===== config.mk =====
export PLATFORM = sky130hd
export DESIGN_NAME = pkal_top
export DESIGN_NICKNAME = d
export VERILOG_FILES = /design/src/common/pkal_pkg.sv /design/src/core/pkal_top.sv
export SDC_FILE = /design/constraint.sdc
export NUM_CORES = 1
export LEC_CHECK = 0
export BUFFER_PORTS_ARGS = -buffer_cell sky130_fd_sc_hd__buf_2
export CAP_MARGIN = 20
export CORE_AREA = 8 8 281 202
export CTS_CLUSTER_DIAMETER = 30
export DETAILED_ROUTE_END_ITERATION = 16
export DIE_AREA = 0 0 289 210
export PLACE_DENSITY_LB_ADDON = 0.2
export RECOVER_POWER = 25
export SYNTH_ARGS = -nofsm -noshare
export SYNTH_HDL_FRONTEND = slang
export SYNTH_SLANG_ARGS = --single-unit

===== constraint.sdc =====
create_clock -name CLK -period 4.6 [get_ports CLK]
set_input_delay 0.46 -clock CLK [delete_from_list [all_inputs] [get_ports CLK]]
set_output_delay 0.46 -clock CLK [all_outputs]
set_load 0.01 [all_outputs]

===== src/common/pkal_pkg.sv =====
package pkal_pkg;
  // --------------------------------------------------
  // Front panel keys (index into KEY)
  // --------------------------------------------------
  localparam int NKEY    = 15;
  localparam int K_ACK   = 0;
  localparam int K_RESET = 1;
  localparam int K_RUN   = 2;
  localparam int K_AUTO  = 3;
  localparam int K_STOP  = 4;
  localparam int K_ESC   = 5;
  localparam int K_UP    = 6;
  localparam int K_DOWN  = 7;
  localparam int K_LEFT  = 8;
  localparam int K_RIGHT = 9;
  localparam int K_OK    = 10;
  localparam int K_MENU  = 11;
  localparam int K_ACOV  = 12;
  localparam int K_ENGOV = 13;
  localparam int K_LOG   = 14;
  // Mode switch inputs (index into MODE_SW)
  localparam int MSW_RUN  = 0;
  localparam int MSW_AUTO = 1;
  localparam int MSW_STOP = 2;
  localparam int NEV      = 8;
  // --------------------------------------------------
  // Timing
  // --------------------------------------------------
  localparam int unsigned CLK_HZ        = 250_000_000;
  localparam int unsigned DEBOUNCE_MS   = 10;
  localparam int unsigned BLINK_HALF_MS = 500;
  localparam int unsigned DEB_CYC_DEF   = DEBOUNCE_MS * (CLK_HZ / 1000);
  localparam int unsigned BLINK_CYC_DEF = BLINK_HALF_MS * (CLK_HZ / 1000);
  localparam int          CNT_W         = 27;
  // --------------------------------------------------
  // Register map
  // --------------------------------------------------
  localparam logic [7:0]  OFS_CTRL   = 8'h00;
  localparam logic [7:0]  OFS_STATUS = 8'h04;
  localparam logic [7:0]  OFS_WARN   = 8'h08;
  localparam logic [7:0]  OFS_SHUT   = 8'h0C;
  localparam logic [7:0]  OFS_SETPT  = 8'h10;
  localparam logic [7:0]  OFS_EDIT   = 8'h14;
  localparam logic [31:0] CTRL_RST   = 32'h0000_0000;
  localparam int CTRL_CAN_BIT = 0;
  localparam int CTRL_MSW_LSB = 1;
  localparam int CTRL_KIND_LSB = 4;
  localparam logic [1:0]  RESP_OKAY   = 2'b00;
  localparam logic [1:0]  RESP_SLVERR = 2'b10;
  localparam logic [2:0]  MAX_LEVEL   = 3'h7;
  localparam logic [3:0]  DIGIT_MAX   = 4'h9;
  typedef enum logic [1:0] {
    PKAL_STOP = 2'b00,
    PKAL_AUTO = 2'b01,
    PKAL_RUN  = 2'b10
  } pkal_mode_e;
  typedef enum logic [1:0] {
    KIND_NAV   = 2'b00,
    KIND_NUM   = 2'b01,
    KIND_LIST  = 2'b10,
    KIND_CHECK = 2'b11
  } pkal_kind_e;
  typedef enum logic [1:0] {
    LAMP_OFF   = 2'b00,
    LAMP_FLASH = 2'b01,
    LAMP_SOLID = 2'b10
  } pkal_lamp_e;
endpackage


===== src/core/pkal_top.sv =====
`timescale 1ns/1ns
// Contract
// Acknowledge key switches horn relay off
// Acknowledge optionally sends global CAN silence
// Amber flashes while unacknowledged warnings remain
// Amber solid while acknowledged warnings active
// Acknowledge with no active warnings: amber off
// Red flashes while unacknowledged shutdowns active
// Acknowledge turns red flashing into solid
// Shutdown stays latched until manual reset
// Red off once no shutdown active
// Event reset clears only inactive faults
// Run key selects run mode
// Auto key selects automatic mode
// Stop key selects stop mode
// Active mode switch blocks other mode keys
// Escape discards edits, goes up one level
// Confirm in entry commits setpoint to memory
// Confirm in navigation descends one level
// Up increments digit or moves list up
// Down decrements digit or moves list down
// Left/right move the digit cursor
// Left/right invert a check box
// Main menu key jumps to top level
// One debounced press gives one action
// Shared free-running blink for both lamps
module pkal_top
  import pkal_pkg::*;
#(
  parameter int unsigned DEB_CYC   = pkal_pkg::DEB_CYC_DEF,
  parameter int unsigned BLINK_CYC = pkal_pkg::BLINK_CYC_DEF
) (
  // Clock and reset
  input  wire logic                     CLK,
  input  wire logic                     ARST_N,
  // Front panel and field inputs
  input  wire logic [pkal_pkg::NKEY-1:0] KEY,
  input  wire logic [pkal_pkg::NEV-1:0]  WARN_ACTIVE,
  input  wire logic [pkal_pkg::NEV-1:0]  SHUT_ACTIVE,
  input  wire logic [2:0]                MODE_SW,
  // Annunciation and control outputs
  output logic                           HORN,
  output logic                           AMBER_LAMP,
  output logic                           RED_LAMP,
  output logic                           CAN_SILENCE,
  output logic                           SHUTDOWN,
  output logic [1:0]                     MODE,
  output logic                           SAVE,
  // AXI4-Lite slave
  input  wire logic [7:0]                S_AXI_AWADDR,
  input  wire logic                      S_AXI_AWVALID,
  output logic                           S_AXI_AWREADY,
  input  wire logic [31:0]               S_AXI_WDATA,
  input  wire logic [3:0]                S_AXI_WSTRB,
  input  wire logic                      S_AXI_WVALID,
  output logic                           S_AXI_WREADY,
  output logic [1:0]                     S_AXI_BRESP,
  output logic                           S_AXI_BVALID,
  input  wire logic                      S_AXI_BREADY,
  input  wire logic [7:0]                S_AXI_ARADDR,
  input  wire logic                      S_AXI_ARVALID,
  output logic                           S_AXI_ARREADY,
  output logic [31:0]                    S_AXI_RDATA,
  output logic [1:0]                     S_AXI_RRESP,
  output logic                           S_AXI_RVALID,
  input  wire logic                      S_AXI_RREADY
);
  import pkal_pkg::*;

  localparam logic [CNT_W-1:0] DEB_LAST   = CNT_W'(DEB_CYC - 1);
  localparam logic [CNT_W-1:0] BLINK_LAST = CNT_W'(BLINK_CYC - 1);

  typedef struct packed {
    logic [NKEY-1:0]            stable;
    logic [NKEY-1:0]            press;
    logic [NKEY-1:0][CNT_W-1:0] deb;
    logic [CNT_W-1:0]           blink_cnt;
    logic                       blink;
    logic [NEV-1:0]             w_prev;
    logic [NEV-1:0]             w_lat;
    logic [NEV-1:0]             w_ack;
    logic [NEV-1:0]             s_prev;
    logic [NEV-1:0]             s_lat;
    logic [NEV-1:0]             s_ack;
    logic                       horn;
    logic                       can_sil;
    logic                       amber;
    logic                       red;
    logic                       shutdown;
    pkal_mode_e                 mode;
    logic [31:0]                ctrl;
    logic [2:0]                 level;
    logic [3:0]                 hilite;
    logic [1:0]                 screen;
    logic                       editing;
    pkal_kind_e                 kind;
    logic [1:0]                 cursor;
    logic [15:0]                wdig;
    logic [3:0]                 wlist;
    logic                       wchk;
    logic [15:0]                sdig;
    logic [3:0]                 slist;
    logic                       schk;
    logic                       save;
    logic                       aw_got;
    logic                       w_got;
    logic [7:0]                 awaddr;
    logic [31:0]                wdata;
    logic [3:0]                 wstrb;
    logic                       awready;
    logic                       wready;
    logic                       bvalid;
    logic [1:0]                 bresp;
    logic                       arready;
    logic                       rvalid;
    logic [31:0]                rdata;
    logic [1:0]                 rresp;
  } pkal_state_s;

  pkal_state_s s;
  pkal_state_s next_s;

  // --------------------------------------------------
  // Derived views
  // --------------------------------------------------
  logic [NEV-1:0] w_rise;
  logic [NEV-1:0] s_rise;
  pkal_lamp_e     amber_st;
  pkal_lamp_e     red_st;
  logic           msw_run;
  logic           msw_auto;
  logic           msw_stop;
  logic [3:0]     dig;

  assign w_rise   = WARN_ACTIVE & ~s.w_prev;
  assign s_rise   = SHUT_ACTIVE & ~s.s_prev;
  assign msw_run  = MODE_SW[MSW_RUN]  & s.ctrl[CTRL_MSW_LSB + MSW_RUN];
  assign msw_auto = MODE_SW[MSW_AUTO] & s.ctrl[CTRL_MSW_LSB + MSW_AUTO];
  assign msw_stop = MODE_SW[MSW_STOP] & s.ctrl[CTRL_MSW_LSB + MSW_STOP];
  assign dig      = s.wdig[s.cursor*4 +: 4];

  always_comb begin
    // Unacknowledged latched warnings keep flashing even once inactive,
    // so the operator always sees them before the acknowledge.
    if (|(s.w_lat & ~s.w_ack)) begin
      amber_st = LAMP_FLASH;
    end else if (|WARN_ACTIVE) begin
      amber_st = LAMP_SOLID;
    end else begin
      amber_st = LAMP_OFF;
    end
    if (|(SHUT_ACTIVE & ~s.s_ack)) begin
      red_st = LAMP_FLASH;
    end else if (|SHUT_ACTIVE) begin
      red_st = LAMP_SOLID;
    end else begin
      red_st = LAMP_OFF;
    end
  end

  function automatic logic [31:0] rd_reg(input logic [7:0] a, input pkal_state_s st);
    logic [31:0] v;
    v = 32'h0000_0000;
    unique case (a)
      OFS_CTRL:   v = st.ctrl;
      OFS_STATUS: v = {10'h000, st.kind, st.screen, st.hilite, st.cursor, st.editing,
                       st.level, st.shutdown, st.horn, red_st, amber_st, st.mode};
      OFS_WARN:   v = {8'h00, WARN_ACTIVE, st.w_ack, st.w_lat};
      OFS_SHUT:   v = {8'h00, SHUT_ACTIVE, st.s_ack, st.s_lat};
      OFS_SETPT:  v = {11'h000, st.schk, st.slist, st.sdig};
      OFS_EDIT:   v = {11'h000, st.wchk, st.wlist, st.wdig};
      default:    v = 32'h0000_0000;
    endcase
    return v;
  endfunction

  // --------------------------------------------------
  // Next state
  // --------------------------------------------------
  always_comb begin
    logic [31:0] wv;
    logic        hit;
    wv     = 32'h0000_0000;
    hit    = 1'b0;
    next_s = s;

    // Debounce: a key must differ from its stable level for a full
    // window before it is accepted; press is one cycle per accepted rise.
    for (int k = 0; k < NKEY; k++) begin
      next_s.press[k] = 1'b0;
      if (KEY[k] == s.stable[k]) begin
        next_s.deb[k] = '0;
      end else if (s.deb[k] == DEB_LAST) begin
        next_s.deb[k]    = '0;
        next_s.stable[k] = KEY[k];
        next_s.press[k]  = KEY[k];
      end else begin
        next_s.deb[k] = s.deb[k] + 1'b1;
      end
    end

    // One blink phase serves both lamps so they flash in step
    if (s.blink_cnt == BLINK_LAST) begin
      next_s.blink_cnt = '0;
      next_s.blink     = ~s.blink;
    end else begin
      next_s.blink_cnt = s.blink_cnt + 1'b1;
    end

    // Fault latching, acknowledge and reset
    next_s.w_prev = WARN_ACTIVE;
    next_s.s_prev = SHUT_ACTIVE;
    next_s.w_lat  = s.w_lat | WARN_ACTIVE;
    next_s.s_lat  = s.s_lat | SHUT_ACTIVE;
    if (s.press[K_RESET]) begin
      next_s.w_lat = WARN_ACTIVE | w_rise;
      next_s.s_lat = SHUT_ACTIVE | s_rise;
    end
    next_s.w_ack = s.w_ack;
    next_s.s_ack = s.s_ack;
    if (s.press[K_ACK]) begin
      next_s.w_ack = s.w_ack | s.w_lat;
      next_s.s_ack = s.s_ack | s.s_lat;
    end
    // A fresh activation is unacknowledged again, even in the ack cycle
    next_s.w_ack = next_s.w_ack & ~w_rise & next_s.w_lat;
    next_s.s_ack = next_s.s_ack & ~s_rise & next_s.s_lat;

    // Horn: new event sets it, acknowledge clears it, set wins
    if (|w_rise || |s_rise) begin
      next_s.horn = 1'b1;
    end else if (s.press[K_ACK]) begin
      next_s.horn = 1'b0;
    end
    next_s.can_sil  = s.press[K_ACK] & s.ctrl[CTRL_CAN_BIT];
    next_s.shutdown = |next_s.s_lat;
    next_s.amber    = (amber_st == LAMP_SOLID) | ((amber_st == LAMP_FLASH) & s.blink);
    next_s.red      = (red_st == LAMP_SOLID) | ((red_st == LAMP_FLASH) & s.blink);

    // Operating mode
    if (s.press[K_RUN] && !msw_auto && !msw_stop) begin
      next_s.mode = PKAL_RUN;
    end
    if (s.press[K_AUTO] && !msw_run && !msw_stop) begin
      next_s.mode = PKAL_AUTO;
    end
    if (s.press[K_STOP] && !msw_run && !msw_auto) begin
      next_s.mode = PKAL_STOP;
    end

    // Overview screens
    if (s.press[K_ACOV]) begin
      next_s.screen = 2'd1;
    end
    if (s.press[K_ENGOV]) begin
      next_s.screen = 2'd2;
    end
    if (s.press[K_LOG]) begin
      next_s.screen = 2'd3;
    end

    // Menu navigation and setpoint entry
    next_s.save = 1'b0;
    if (s.press[K_MENU]) begin
      next_s.level   = '0;
      next_s.hilite  = '0;
      next_s.editing = 1'b0;
      next_s.screen  = '0;
    end else if (s.press[K_ESC]) begin
      next_s.editing = 1'b0;
      next_s.wdig    = s.sdig;
      next_s.wlist   = s.slist;
      next_s.wchk    = s.schk;
      if (s.level != '0) begin
        next_s.level = s.level - 1'b1;
      end
    end else if (s.press[K_OK]) begin
      if (s.editing) begin
        next_s.sdig    = s.wdig;
        next_s.slist   = s.wlist;
        next_s.schk    = s.wchk;
        next_s.save    = 1'b1;
        next_s.editing = 1'b0;
      end else begin
        if (s.level != MAX_LEVEL) begin
          next_s.level = s.level + 1'b1;
        end
        next_s.hilite = '0;
        next_s.kind   = pkal_kind_e'(s.ctrl[CTRL_KIND_LSB +: 2]);
        if (pkal_kind_e'(s.ctrl[CTRL_KIND_LSB +: 2]) != KIND_NAV) begin
          next_s.editing = 1'b1;
          next_s.cursor  = '0;
          next_s.wdig    = s.sdig;
          next_s.wlist   = s.slist;
          next_s.wchk    = s.schk;
        end
      end
    end else if (s.press[K_UP]) begin
      if (s.editing && s.kind == KIND_NUM) begin
        next_s.wdig[s.cursor*4 +: 4] = (dig >= DIGIT_MAX) ? 4'h0 : dig + 4'h1;
      end else if (s.editing && s.kind == KIND_LIST) begin
        next_s.wlist = s.wlist - 4'h1;
      end else if (!s.editing) begin
        next_s.hilite = s.hilite - 4'h1;
      end
    end else if (s.press[K_DOWN]) begin
      if (s.editing && s.kind == KIND_NUM) begin
        next_s.wdig[s.cursor*4 +: 4] = (dig == 4'h0 || dig > DIGIT_MAX) ? DIGIT_MAX : dig - 4'h1;
      end else if (s.editing && s.kind == KIND_LIST) begin
        next_s.wlist = s.wlist + 4'h1;
      end else if (!s.editing) begin
        next_s.hilite = s.hilite + 4'h1;
      end
    end else if (s.press[K_LEFT] || s.press[K_RIGHT]) begin
      if (s.editing && s.kind == KIND_NUM) begin
        // Cursor 0 is the units digit; left moves to higher digits
        next_s.cursor = s.press[K_LEFT] ? s.cursor + 2'd1 : s.cursor - 2'd1;
      end else if (s.editing && s.kind == KIND_CHECK) begin
        next_s.wchk = ~s.wchk;
      end
    end

    // AXI4-Lite write channel
    if (s.awready && S_AXI_AWVALID) begin
      next_s.aw_got = 1'b1;
      next_s.awaddr = S_AXI_AWADDR;
    end
    if (s.wready && S_AXI_WVALID) begin
      next_s.w_got = 1'b1;
      next_s.wdata = S_AXI_WDATA;
      next_s.wstrb = S_AXI_WSTRB;
    end
    if (s.aw_got && s.w_got && !s.bvalid) begin
      next_s.aw_got = 1'b0;
      next_s.w_got  = 1'b0;
      next_s.bvalid = 1'b1;
      next_s.bresp  = RESP_OKAY;
      wv = (s.awaddr == OFS_CTRL) ? s.ctrl : {11'h000, s.schk, s.slist, s.sdig};
      for (int b = 0; b < 4; b++) begin
        if (s.wstrb[b]) begin
          wv[b*8 +: 8] = s.wdata[b*8 +: 8];
        end
      end
      hit = (s.awaddr == OFS_CTRL) || (s.awaddr == OFS_SETPT);
      if (s.awaddr == OFS_CTRL) begin
        next_s.ctrl = wv;
      end else if (s.awaddr == OFS_SETPT) begin
        next_s.sdig  = wv[15:0];
        next_s.slist = wv[19:16];
        next_s.schk  = wv[20];
      end
      if (!hit) begin
        next_s.bresp = RESP_SLVERR;
      end
    end else if (s.bvalid && S_AXI_BREADY) begin
      next_s.bvalid = 1'b0;
    end
    next_s.awready = !next_s.aw_got && !next_s.bvalid;
    next_s.wready  = !next_s.w_got && !next_s.bvalid;

    // AXI4-Lite read channel
    if (s.arready && S_AXI_ARVALID) begin
      next_s.rvalid = 1'b1;
      next_s.rdata  = rd_reg(S_AXI_ARADDR, s);
      next_s.rresp  = (S_AXI_ARADDR <= OFS_EDIT && S_AXI_ARADDR[1:0] == 2'b00) ? RESP_OKAY : RESP_SLVERR;
    end else if (s.rvalid && S_AXI_RREADY) begin
      next_s.rvalid = 1'b0;
    end
    next_s.arready = !next_s.rvalid;
  end

  // --------------------------------------------------
  // State register
  // --------------------------------------------------
  always_ff @(posedge CLK or negedge ARST_N) begin
    if (!ARST_N) begin
      s <= '0;
    end else begin
      s <= next_s;
    end
  end

  assign HORN          = s.horn;
  assign AMBER_LAMP    = s.amber;
  assign RED_LAMP      = s.red;
  assign CAN_SILENCE   = s.can_sil;
  assign SHUTDOWN      = s.shutdown;
  assign MODE          = s.mode;
  assign SAVE          = s.save;
  assign S_AXI_AWREADY = s.awready;
  assign S_AXI_WREADY  = s.wready;
  assign S_AXI_BVALID  = s.bvalid;
  assign S_AXI_BRESP   = s.bresp;
  assign S_AXI_ARREADY = s.arready;
  assign S_AXI_RVALID  = s.rvalid;
  assign S_AXI_RDATA   = s.rdata;
  assign S_AXI_RRESP   = s.rresp;
endmodule


; ---- Word-level counts from Yosys, hierarchy flattened
; Index checks and enable logic that the tools add are counted.
[totals]
register_bits = 694
input_bits = 93
out_inout_bits = 49
word_cells = 449
[op_classes]
addsub = 27
n_lt_le_gt_ge = 3
eq_ne = 64
shift = 4
mux = 147
n_bitwise = 48
n_reduce_logical = 82
[ops]
columns = operator, n
row1 = $mux 27, 31
row2 = $add 27x1->27 const B, 16
row3 = $eq 27x22->1 const B, 15
row4 = $pmux 32 s6, 1
row5 = $mux 22, 4
row6 = $mux 21, 4
row7 = $shiftx 4x34->16, 2
row8 = $and 8x8->8, 8
row9 = $mux 4, 16
row10 = $mux 8, 8
row11 = $reduce_or 8->1, 7
row12 = $not 8->8, 6
row13 = $or 8x8->8, 6
row14 = $mux 1, 47
row15 = $mux 23, 2
row16 = $mux 20, 2
row17 = $mux 2, 19
row18 = $neg 4->34, 1
row19 = $shift 4x34->16 const A, 1
row20 = $bwmux 16, 2
row21 = $mux 16, 2
row22 = $mux 32, 1
row23 = $reduce_and 2->1, 16
row24 = $eq 27x27->1 const B, 1
row25 = other kinds (43), 157

; ---- Depth between registers and ports, before layout
; Gate-level depths: netlist of the first run.
[logic_depth]
depth_word = 11
depth_mapped = 10
mapped_depth_nobuf = 9

; ---- Worst setup path before layout of the first run
; OpenSTA, ideal clock, no wires.
[synth_path]
path_kind = register to register
from = register s[130] (netlist bit)
to = register s[116] (netlist bit)
arrival_ps = 2749
slack_ps = 1764
stages_incl_launch_ff = 11
n_path_buf = 1
period_less_slack_ps = 2836
cell_sequence = dfrtp_1 > buf_6 > mux4_2 > inv_1 > ha_1 > or3b_2 > o221ai_1 > and2_1 > a21oi_1 > o32a_1 > o211ai_1
[synth_via]
elab_chain_len = 11
word_cells_on_any_way = 21
classes_between = 3 x add/sub / 2 x order compare / 4 x shift / 10 x mux / 2 x reduce/logical
[synth_rtl]
columns = item, line_no
row1 = "start, declared", pkal_top.sv:120  ; pkal_state_s s;
row2 = "start signal, assigned", pkal_top.sv:379  ; s <= next_s;
row3 = $shiftx 16x5->4, pkal_top.sv:140  ; assign dig = s.wdig[s.cursor*4 +: 4];
row4 = $gt 4x4->1 / $logic_not 4->1 (equally long branches), pkal_top.sv:308  ; next_s.wdig[s.cursor*4 +: 4] = (dig == 4'h0 || dig > DIGIT_MAX) ? DIGIT_MAX : dig - 4'h1;
row5 = $logic_or 1x1->1, pkal_top.sv:308
row6 = $mux 4, pkal_top.sv:308
row7 = $shiftx 4x34->16, pkal_top.sv:308
row8 = $bwmux 16, pkal_top.sv:308
row9 = $mux 16, pkal_top.sv:307  ; if (s.editing && s.kind == KIND_NUM) begin
row10 = $mux 20, pkal_top.sv:306  ; end else if (s.press[K_DOWN]) begin
row11 = $mux 20 (*), pkal_top.sv:298  ; end else if (s.press[K_UP]) begin
row12 = $mux 23 (*), pkal_top.sv:277  ; end else if (s.press[K_OK]) begin
row13 = $mux 21 (*), pkal_top.sv:269  ; end else if (s.press[K_ESC]) begin
; Mark *: on every way between the ends. The rest lies on a longest branch, timed or not. The select of a mux whose other input is x is not followed.
; A chain may end at the register's enable or synchronous reset.

==> impl_results.md, run 1 <==
* DP Worst Slack at 1.303 ns
* Full die area at 60690 um^2
* Number of CTS-inserted buffers at 112
* Synth Register Bits at 692
* Number of max-slew violations in the final report at 172
* Leakage power total at 17.37 nW
* Setup repair after global routing missed its margin: no
* Total global routing track utilization at 27.15%
* Total Routed Length at 82120 um
* Half-perimeter wire length after detailed placement at 56200 um
* Count of warnings emitted by yosys at 0
* Skew-Pair Late Insertion Delay at 0.66 ns
* Routed length per placed instance at 19.27 um
* Most frequent cells in the layout: 692 x sky130_fd_sc_hd__dfrtp_1, 542 x sky130_fd_sc_hd__nor2_1, 292 x sky130_fd_sc_hd__xor2_1
* Share of flip-flops with an asynchronous set or reset at 100.0%
* Cell area after synthesis at 33640 um^2
* Initial DRC count at 2422
* Cell row count at 71
* FMAX at 294.1 MHz
* Met1 WL at 36660 um
* Post-synthesis cell count at 3316
* Fill cells at 3523
* Fraction of layout instances using a drive strength above 1 at 13.43%
* Area of all placed cells without fillers at 38870 um^2
* Total power density per cell area at 439.3 nW/um^2
* Critical path launch point type: input port
* Portion of the clock cycle consumed by the worst path in the final layout at 73.92%
* Routed wl met2 at 37120 um
* Via density per instance at 6.028
* Final worst setup slack at 1.200 ns
* Number of H-tree levels at 3
* Worst clock skew at 0.01758 ns
* Crit Path Category: input port to asynchronous set/reset pin
* Post-CTS clock slew at the launch and capture registers of the worst setup and hold paths at 0.06 ns
* Status: complete, but fails checks
* Met3 WL at 5956 um
* Prevailing post-synth register cell: sky130_fd_sc_hd__dfrtp_1
* Starting utilization of the core area at 63.96%
* Kind of path behind the tightest hold check: input port to flip-flop
* Top routing layer in use: met5
* Maximum number of pins on one net before global-route repair at 119
* Post-detailed-route count of antenna-violating nets at 0
* Final count of negative-setup-slack endpoints at 0
* Number of nets in the layout at 3593
* Max-capacitance violation count at 3
* Residual DRC count at 0
* Top cells by area, synth: sky130_fd_sc_hd__dfrtp_1 51%, sky130_fd_sc_hd__xor2_1 7.6%, sky130_fd_sc_hd__nor2_1 6.0%, sky130_fd_sc_hd__mux2_2 3.3%, sky130_fd_sc_hd__xnor2_1 2.9%
* Number of cells upsized or downsized after cts at 0
* First-pass iteration count of the detailed router at 7
* Buffers added on ports at 139
* Post-placement cell area at 34670 um^2
* Worst Setup End Kind: asynchronous set/reset pin
* Area share of the largest cell type after synthesis at 51.48%
* Flip-flop count of the largest register after layout at 645
* Total power consumption of the routed design at 17.08 mW
* Wire length of the first global-routing pass at 134800 um
* Top-level I/O count at 142
* Final critical delay including setup and external delays at 3.400 ns
* Transition at the pin with the smallest max-transition slack at 3.184 ns
* Vert. Die Dim at 210 um
* Clk sink count at 692
* Mean post-synth cell area at 10.14 um^2
* Die width at 289 um
* Post-synthesis to final-layout area growth at 15.55%
* Weighted congestion reported at the end of routability-driven placement at 0.9658
* Maximum net fanout on the critical path at 118
* Deepest clock path buffer count at 3
* Total core area at 52590 um^2
* CP arrival at 4.11 ns
* Cell variety after synth at 71
* Library cell used as clock root buffer: sky130_fd_sc_hd__clkbuf_16
* VDD IR max at 0.0003589 V
* Remaining global-route overflow at 0
* CTS tree: built
* Slew HR at -112.2%
* Summed negative setup slack over all endpoints at 0 ns
* Initial antenna violation count at 5
* Number of enable-type register cells in the synthesized netlist at 0
* Number of vias in the routed layout at 25690
* Final number of hold-violating endpoints at 0
* Data required, critical path at 5.31 ns
* Failing checks: capacitance limit, slew limit
* Most common library cell in the layout ignoring fill and taps: sky130_fd_sc_hd__dfrtp_1
* Vias in the first global route at 25810
* Top reg by flops: s
* Register area share after synthesis at 51.48%
* Synth area leader: sky130_fd_sc_hd__dfrtp_1
* Utilization after layout at 73.91%
* Setup repair bufs after CTS at 0
-- per-layer routing --
metal	up-vias	global-route usage (%)
li1	11880	-
met1	12720	38.33
met2	901	41.74
met3	181	6.208
met4	8	8.814
met5	-	0
-- logic make-up (layout without fill, tap and decap cells) --
logic type	after synthesis	after routing	share of synthesized area [%]
AO/OA/AOI/OAI	331	331	6.558
XOR/XNOR	405	405	10.54
other	1	4	0.01115
flip-flops	692	692	51.48
AND/OR/NAND/NOR	1484	1484	21.66
buffers and inverters	205	455	3.050
adder cells (fa/ha/maj)	31	31	1.220
multiplexers	167	167	5.483
-- report_power, final --
| part | switching, mW | total (mW) | leakage, nW | internal [mW] |
|---|---|---|---|---|
| Combinational | 0.631 | 1.16 | 6.09 | 0.530 |
| Clock | 3.25 | 8.89 | 1.96 | 5.64 |
| Sequential | 0.529 | 7.02 | 9.32 | 6.49 |
-- area by class of cell --
class / count / area (um^2) / area share, %
Sequential cell: 692 / 17320 / 44.55
Multi-Input combinational cell: 2420 / 15320 / 39.42
Clock buffer: 127 / 2952 / 7.594
Clock inverter: 85 / 1101 / 2.833
Timing Repair Buffer: 177 / 1057 / 2.720
Tap cell: 693 / 867.1 / 2.231
Inverter: 66 / 247.7 / 0.6374
Antenna cell: 2 / 5.005 / 0.01288
-- worst paths after layout --
check | from | to | slack (ns) | depth (start not counted)
hold reg to reg | s[679]$_DFFE_PN0P_ | s[664]$_DFF_PN0_ | 0.47 | 1
hold / removal | S_AXI_AWADDR[0] | s[77]$_DFFE_PN0P_ | 0.03 | 2
setup reg to reg | s[130]$_DFFE_PN0P_ | s[128]$_DFFE_PN0P_ | 1.24 | 9
min in group asynchronous | ARST_N | s[542]$_DFF_PN0_ | 1.37 | 2
setup / recovery | ARST_N | s[496]$_DFF_PN0_ | 1.20 | 3
max in group CLK | s[130]$_DFFE_PN0P_ | s[128]$_DFFE_PN0P_ | 1.24 | 9
-- worst max-delay path, stage by stage --
cell and delay (ns):
sky130_fd_sc_hd__dlygate4sd3_1 0.52, sky130_fd_sc_hd__clkbuf_2 2.19, sky130_fd_sc_hd__clkbuf_2 0.87
-- through the flow --
step	std cells	hold WS [ns]
finish	4262	0.02666
detailed placement	4030	0.4590
global placement	4030	0.4388
global route	4260	0.002054
floorplan	3317	0.1644
CTS	4258	0.0005723
-- cells in the mapped netlist, types with 10 or more instances --
cell type	number
sky130_fd_sc_hd__and3b_1	10
sky130_fd_sc_hd__inv_1	66
sky130_fd_sc_hd__a22oi_1	24
sky130_fd_sc_hd__dfrtp_1	692
sky130_fd_sc_hd__a211oi_1	11
sky130_fd_sc_hd__or4_1	13
sky130_fd_sc_hd__clkbuf_1	46
sky130_fd_sc_hd__o21a_1	19
sky130_fd_sc_hd__and3_1	77
sky130_fd_sc_hd__a221oi_1	19
sky130_fd_sc_hd__nand3_1	196
sky130_fd_sc_hd__buf_2	42
sky130_fd_sc_hd__ha_1	28
sky130_fd_sc_hd__a21o_1	15
sky130_fd_sc_hd__and2_1	21
sky130_fd_sc_hd__xor2_1	292
sky130_fd_sc_hd__mux2_2	98
sky130_fd_sc_hd__nor3_1	53
sky130_fd_sc_hd__nand2b_1	15
sky130_fd_sc_hd__mux2i_1	65
sky130_fd_sc_hd__o21ai_0	70
sky130_fd_sc_hd__xnor2_1	113
sky130_fd_sc_hd__nor3b_1	13
sky130_fd_sc_hd__nand4b_1	12
sky130_fd_sc_hd__buf_4	44
sky130_fd_sc_hd__nor4b_1	15
sky130_fd_sc_hd__a22o_1	26
sky130_fd_sc_hd__o22ai_1	34
sky130_fd_sc_hd__or3_1	23
sky130_fd_sc_hd__and4_1	40
sky130_fd_sc_hd__nor2_1	542
sky130_fd_sc_hd__or2_2	12
sky130_fd_sc_hd__nand2_1	258
sky130_fd_sc_hd__nor2b_1	13
sky130_fd_sc_hd__nor4_1	55
sky130_fd_sc_hd__nand4_1	89
sky130_fd_sc_hd__a21oi_1	67
-- repair_timing --
action / CTS / global route
hold endpoints to repair: 122 / 0
setup endpoints to repair: 0 / 0
hold buffers: 16 / 0
(Power assumes the default switching activity.)
==> run 2: changes to the inputs <==
--- a/config.mk
+++ b/config.mk
@@ -5,12 +5,13 @@
 export SDC_FILE = /design/constraint.sdc
 export NUM_CORES = 1
 export LEC_CHECK = 0
+export ABC_AREA = 1
 export BUFFER_PORTS_ARGS = -buffer_cell sky130_fd_sc_hd__buf_2
 export CAP_MARGIN = 20
-export CORE_AREA = 8 8 281 202
+export CORE_AREA = 8 8 297 213
 export CTS_CLUSTER_DIAMETER = 30
 export DETAILED_ROUTE_END_ITERATION = 16
-export DIE_AREA = 0 0 289 210
+export DIE_AREA = 0 0 305 221
 export PLACE_DENSITY_LB_ADDON = 0.2
 export RECOVER_POWER = 25
 export SYNTH_ARGS = -nofsm -noshare
==> constraint.sdc (replaced) <==
create_clock -name CLK -period 3.4 [get_ports CLK]
set_input_delay 0.34 -clock CLK [delete_from_list [all_inputs] [get_ports CLK]]
set_output_delay 0.34 -clock CLK [all_outputs]
set_load 0.01 [all_outputs]
==> impl_results.md, run 2 <==
* Number of CTS-inserted buffers at 114 (+1.8%)
* Placed cell count at 5356 (+33%)
* Starting utilization of the core area at 62.11% (-1.9 points)
* Final worst setup slack at 0.7624 ns (-0.4375 ns)
* Transition at the pin with the smallest max-transition slack at 2.547 ns (-0.6368 ns)
* Top-level I/O count at 142 (unchanged)
* Xor and xnor fraction of the mapped netlist area at 3.907% (-6.6 points)
* Area share of and/or/nand/nor cells after synthesis at 29.97% (+8.3 points)
* Part of the power in combinational logic at 9.6% (+2.8 points)
* Deepest clock path buffer count at 3 (unchanged)
* Net Sw Power at 6.474 mW (+47%)
* Total Routed Length at 97860 um (+19%)
* Critical path launch point type: input port
* Number of nets in the layout at 4904 (+36%)
* Top reg by flops: s
* Minimum hold slack at 0.04555 ns (+0.01889 ns)
* Post-detailed-route count of antenna-violating nets at 0 (unchanged)
* Leakage power total at 18.86 nW (+8.6%)
* Total core area at 58840 um^2 (+12%)
* Number of vias in the routed layout at 32480 (+26%)
* Via density per instance at 5.749 (-4.6%)
* Setup repair bufs after CTS at 0 (unchanged)
* Skew-Pair Late Insertion Delay at 0.67 ns (about the same)
* Path depth of the worst reg2reg path at 6 (-3)
* Count of warnings emitted by yosys at 0 (unchanged)
* Number of cells upsized or downsized after cts at 0 (unchanged)
* Fraction of layout instances using a drive strength above 1 at 11.79% (-1.6 points)
* Post-synthesis cell count at 4520 (+36%)
* Adder-cell share of the synthesized area at 1.123% (-0.097 points)
* VDD IR max at 0.0004389 V (+22%)
* Wire length of the first global-routing pass at 163000 um (+21%)
* Most common cell in the netlist: sky130_fd_sc_hd__nand2_1
* Worst clock skew at 0.02137 ns (+0.003784 ns)
* Total global routing track utilization at 28.90% (+1.8 points)
* Register area share after synthesis at 47.39% (-4.1 points)
* Area share of the largest cell type after synthesis at 47.39% (-4.1 points)
* Kind of path behind the tightest hold check: input port to flip-flop
* Full die area at 67410 um^2 (+11%)
* Portion of the clock cycle consumed by the worst path in the final layout at 77.58%
* Startpoint of the most critical hold path: MODE_SW[1]
* Clk sink count at 692 (unchanged)
* Routed length per placed instance at 17.32 um (-10%)
* FMAX at 379.1 MHz
* Status: complete, but fails checks
* Cells traversed along the worst timing path: dlygate4sd3_1, clkbuf_2, clkbuf_2
* Die width at 305 um (+5.5%)
* Startpoint of the lowest-slack register-to-register path: s[84]$_DFFE_PN0P_
* Cell row count at 75 (+5.6%)
* Biggest cell delay along the critical path at 1.75 ns (-0.44 ns)
* Most frequent cells in the layout: 893 x sky130_fd_sc_hd__nand2_1, 692 x sky130_fd_sc_hd__dfrtp_1, 651 x sky130_fd_sc_hd__nor2_1
* Post-CTS clock slew at the launch and capture registers of the worst setup and hold paths at 0.05 ns (about the same)
* Buffers added on ports at 139 (unchanged)
* Timing startpoint of the critical path: ARST_N
* Max-capacitance violation count at 1 (-2)
* Post-synthesis to final-layout area growth at 16.74%
* Mean post-synth cell area at 8.084 um^2 (-20%)
* Utilization after layout at 72.50% (-1.4 points)
* Number of max-slew violations in the final report at 82 (-52%)
* Synth area leader: sky130_fd_sc_hd__dfrtp_1
* Vias in the first global route at 31800 (+23%)
* Most common library cell in the layout ignoring fill and taps: sky130_fd_sc_hd__nand2_1
* Post-Layout Cell Count at 5650 (+33%)
* Largest delay contributor family on the critical path: buffers and inverters
* Share of flip-flops with an asynchronous set or reset at 100.0% (unchanged)
* CP arrival at 3.40 ns (-0.71 ns)
* First-pass iteration count of the detailed router at 6 (-1)
* Initial antenna violation count at 4 (-1)
* Slew HR at -69.78% (+42 points)
* Leading post-synthesis cells by instance count: 893 x sky130_fd_sc_hd__nand2_1, 692 x sky130_fd_sc_hd__dfrtp_1, 649 x sky130_fd_sc_hd__nor2_1
* Initial DRC count at 3314 (+37%)
* Setup repair after global routing missed its margin: no
* CTS tree: built
* Main combinational cell family by area after synthesis: simple AND/OR/NAND/NOR gates
* Sequential share of power at 40.0% (-1.1 points)
* Maximum net fanout on the critical path at 87 (-26%)
* Worst Setup End Kind: asynchronous set/reset pin
* Endpoint of the worst-slack reg-to-reg timing path: s[88]$_DFF_PN0_
* Hold-critical path endpoint: MODE[1]$_DFFE_PN0P_
* Buffers and inverters on the worst path at 3 (unchanged)
* Crit path top cell by count: sky130_fd_sc_hd__clkbuf_2
* Share of cell area taken by muxes after synthesis at 0% (-5.5 points)
* Maximum number of pins on one net before global-route repair at 89 (-25%)
* Cell area after synthesis at 36540 um^2 (+8.6%)
* DP Worst Slack at 1.054 ns (-0.2485 ns)
* Total power density per cell area at 553.2 nW/um^2 (+26%)
* Library cell used as clock root buffer: sky130_fd_sc_hd__clkbuf_16
* Crit Path Category: input port to asynchronous set/reset pin
* Flip-flop count of the largest register after layout at 645 (unchanged)
* Prevailing post-synth register cell: sky130_fd_sc_hd__dfrtp_1
* Weighted congestion reported at the end of routability-driven placement at 0.9951 (+3.0%)
* Synth Register Bits at 692 (unchanged)
* Slowest library cell on the worst path: sky130_fd_sc_hd__clkbuf_2
* Number of H-tree levels at 3 (unchanged)
* Failing checks: capacitance limit, slew limit
* Fraction of power spent switching nets at 27.44% (+1.6 points)
* Cell-internal power at 17.12 mW (+35%)
* Hold depth at 4 (+2)
* Data required, critical path at 4.16 ns (-1.15 ns)
* Cell variety after synth at 69 (-2.8%)
* Vert. Die Dim at 221 um (+5.2%)
* Clk pwr share at 50.3% (-1.8 points)
* Residual DRC count at 0 (unchanged)
* Final count of negative-setup-slack endpoints at 0 (unchanged)
* Final number of hold-violating endpoints at 0 (unchanged)
* Top cells by area, synth: sky130_fd_sc_hd__dfrtp_1 47%, sky130_fd_sc_hd__nand2_1 9.2%, sky130_fd_sc_hd__nor2_1 6.7%, sky130_fd_sc_hd__inv_1 4.9%, sky130_fd_sc_hd__a21oi_1 3.5%
* Final critical delay including setup and external delays at 2.638 ns
* Remaining global-route overflow at 0 (unchanged)
* Half-perimeter wire length after detailed placement at 69440 um (+24%)
* Setup slack of the worst register-to-register path at 0.97 ns (-0.27 ns)
* Number of enable-type register cells in the synthesized netlist at 0 (unchanged)
* Summed negative setup slack over all endpoints at 0 ns (unchanged)
* Compound-cell area share of the yosys netlist at 10.34% (+3.8 points)
## run 2: worst min-delay path: stages
cell and delay [ns]:
sky130_fd_sc_hd__buf_2 0.08, sky130_fd_sc_hd__nand2_1 0.06, sky130_fd_sc_hd__nand3_1 0.09, sky130_fd_sc_hd__a21oi_1 0.08
## run 2: routing by layer
metal  routed length, um  track usage [%]  up-vias
met5                   0                0        -
met4                3257            9.506        0
met3                8446            6.220      256
met2               42140            43.08     1417
met1               44020            42.01    15280
li1                    -                -    15530
## run 2: timing repair
action | 4_1_cts | 5_1_grt
hold buffers | 78 | 0
endpoints found under the hold margin | 182 | 0
setup endpoints to repair | 0 | 0
## run 2: metrics by stage
stage	power (mW)	cell area (um^2)
after floorplan	10.72	36550
final	23.60	42660
after global routing	24.46	42660
after global placement	11.63	37950
after detailed placement	11.69	37950
after CTS	23.69	42720
## run 2: kinds of logic after synthesis
group / after synthesis
AND/OR/NAND/NOR: 2314
flip-flops: 692
AO/OA/AOI/OAI: 670
buffers and inverters: 649
XOR/XNOR: 163
adder cells (fa/ha/maj): 31
other: 1
## run 2: worst max path at each step
stage | end | slack, ns | cells past startpoint
after floorplan | s[127]$_DFFE_PN0P_ | 1.48 | 16
after detailed placement | s[88]$_DFF_PN0_ | 1.05 | 6
final | s[94]$_DFF_PN0_ | 0.76 | 3
after global routing | s[94]$_DFF_PN0_ | 0.33 | 3
after global placement | S_AXI_RDATA[17]$_DFFE_PN0P_ | 1.15 | 9
after CTS | s[329]$_DFF_PN0_ | 1.01 | 10
## run 2: layout make-up
type                    instances  area (um^2)
well taps                     770        963.4
multi-input cells            3180        16570
clock inverters                81        924.6
inverters                     543         2043
repair buffers                249         1762
clock buffers                 131         3070
diodes                          4        10.01
fillers                      4506        16180
flip-flops and latches        692        17320
## run 2: power by group through the flow
stage                     registers (mW)  clock network [mW]  logic [mW]
after detailed placement            9.53                   0        2.15
after global placement              9.52                   0        2.10
after floorplan                     9.30                   0        1.42
final                               9.45                11.9        2.27
after global routing                9.47                12.4        2.57
after CTS                           9.40                12.0        2.26
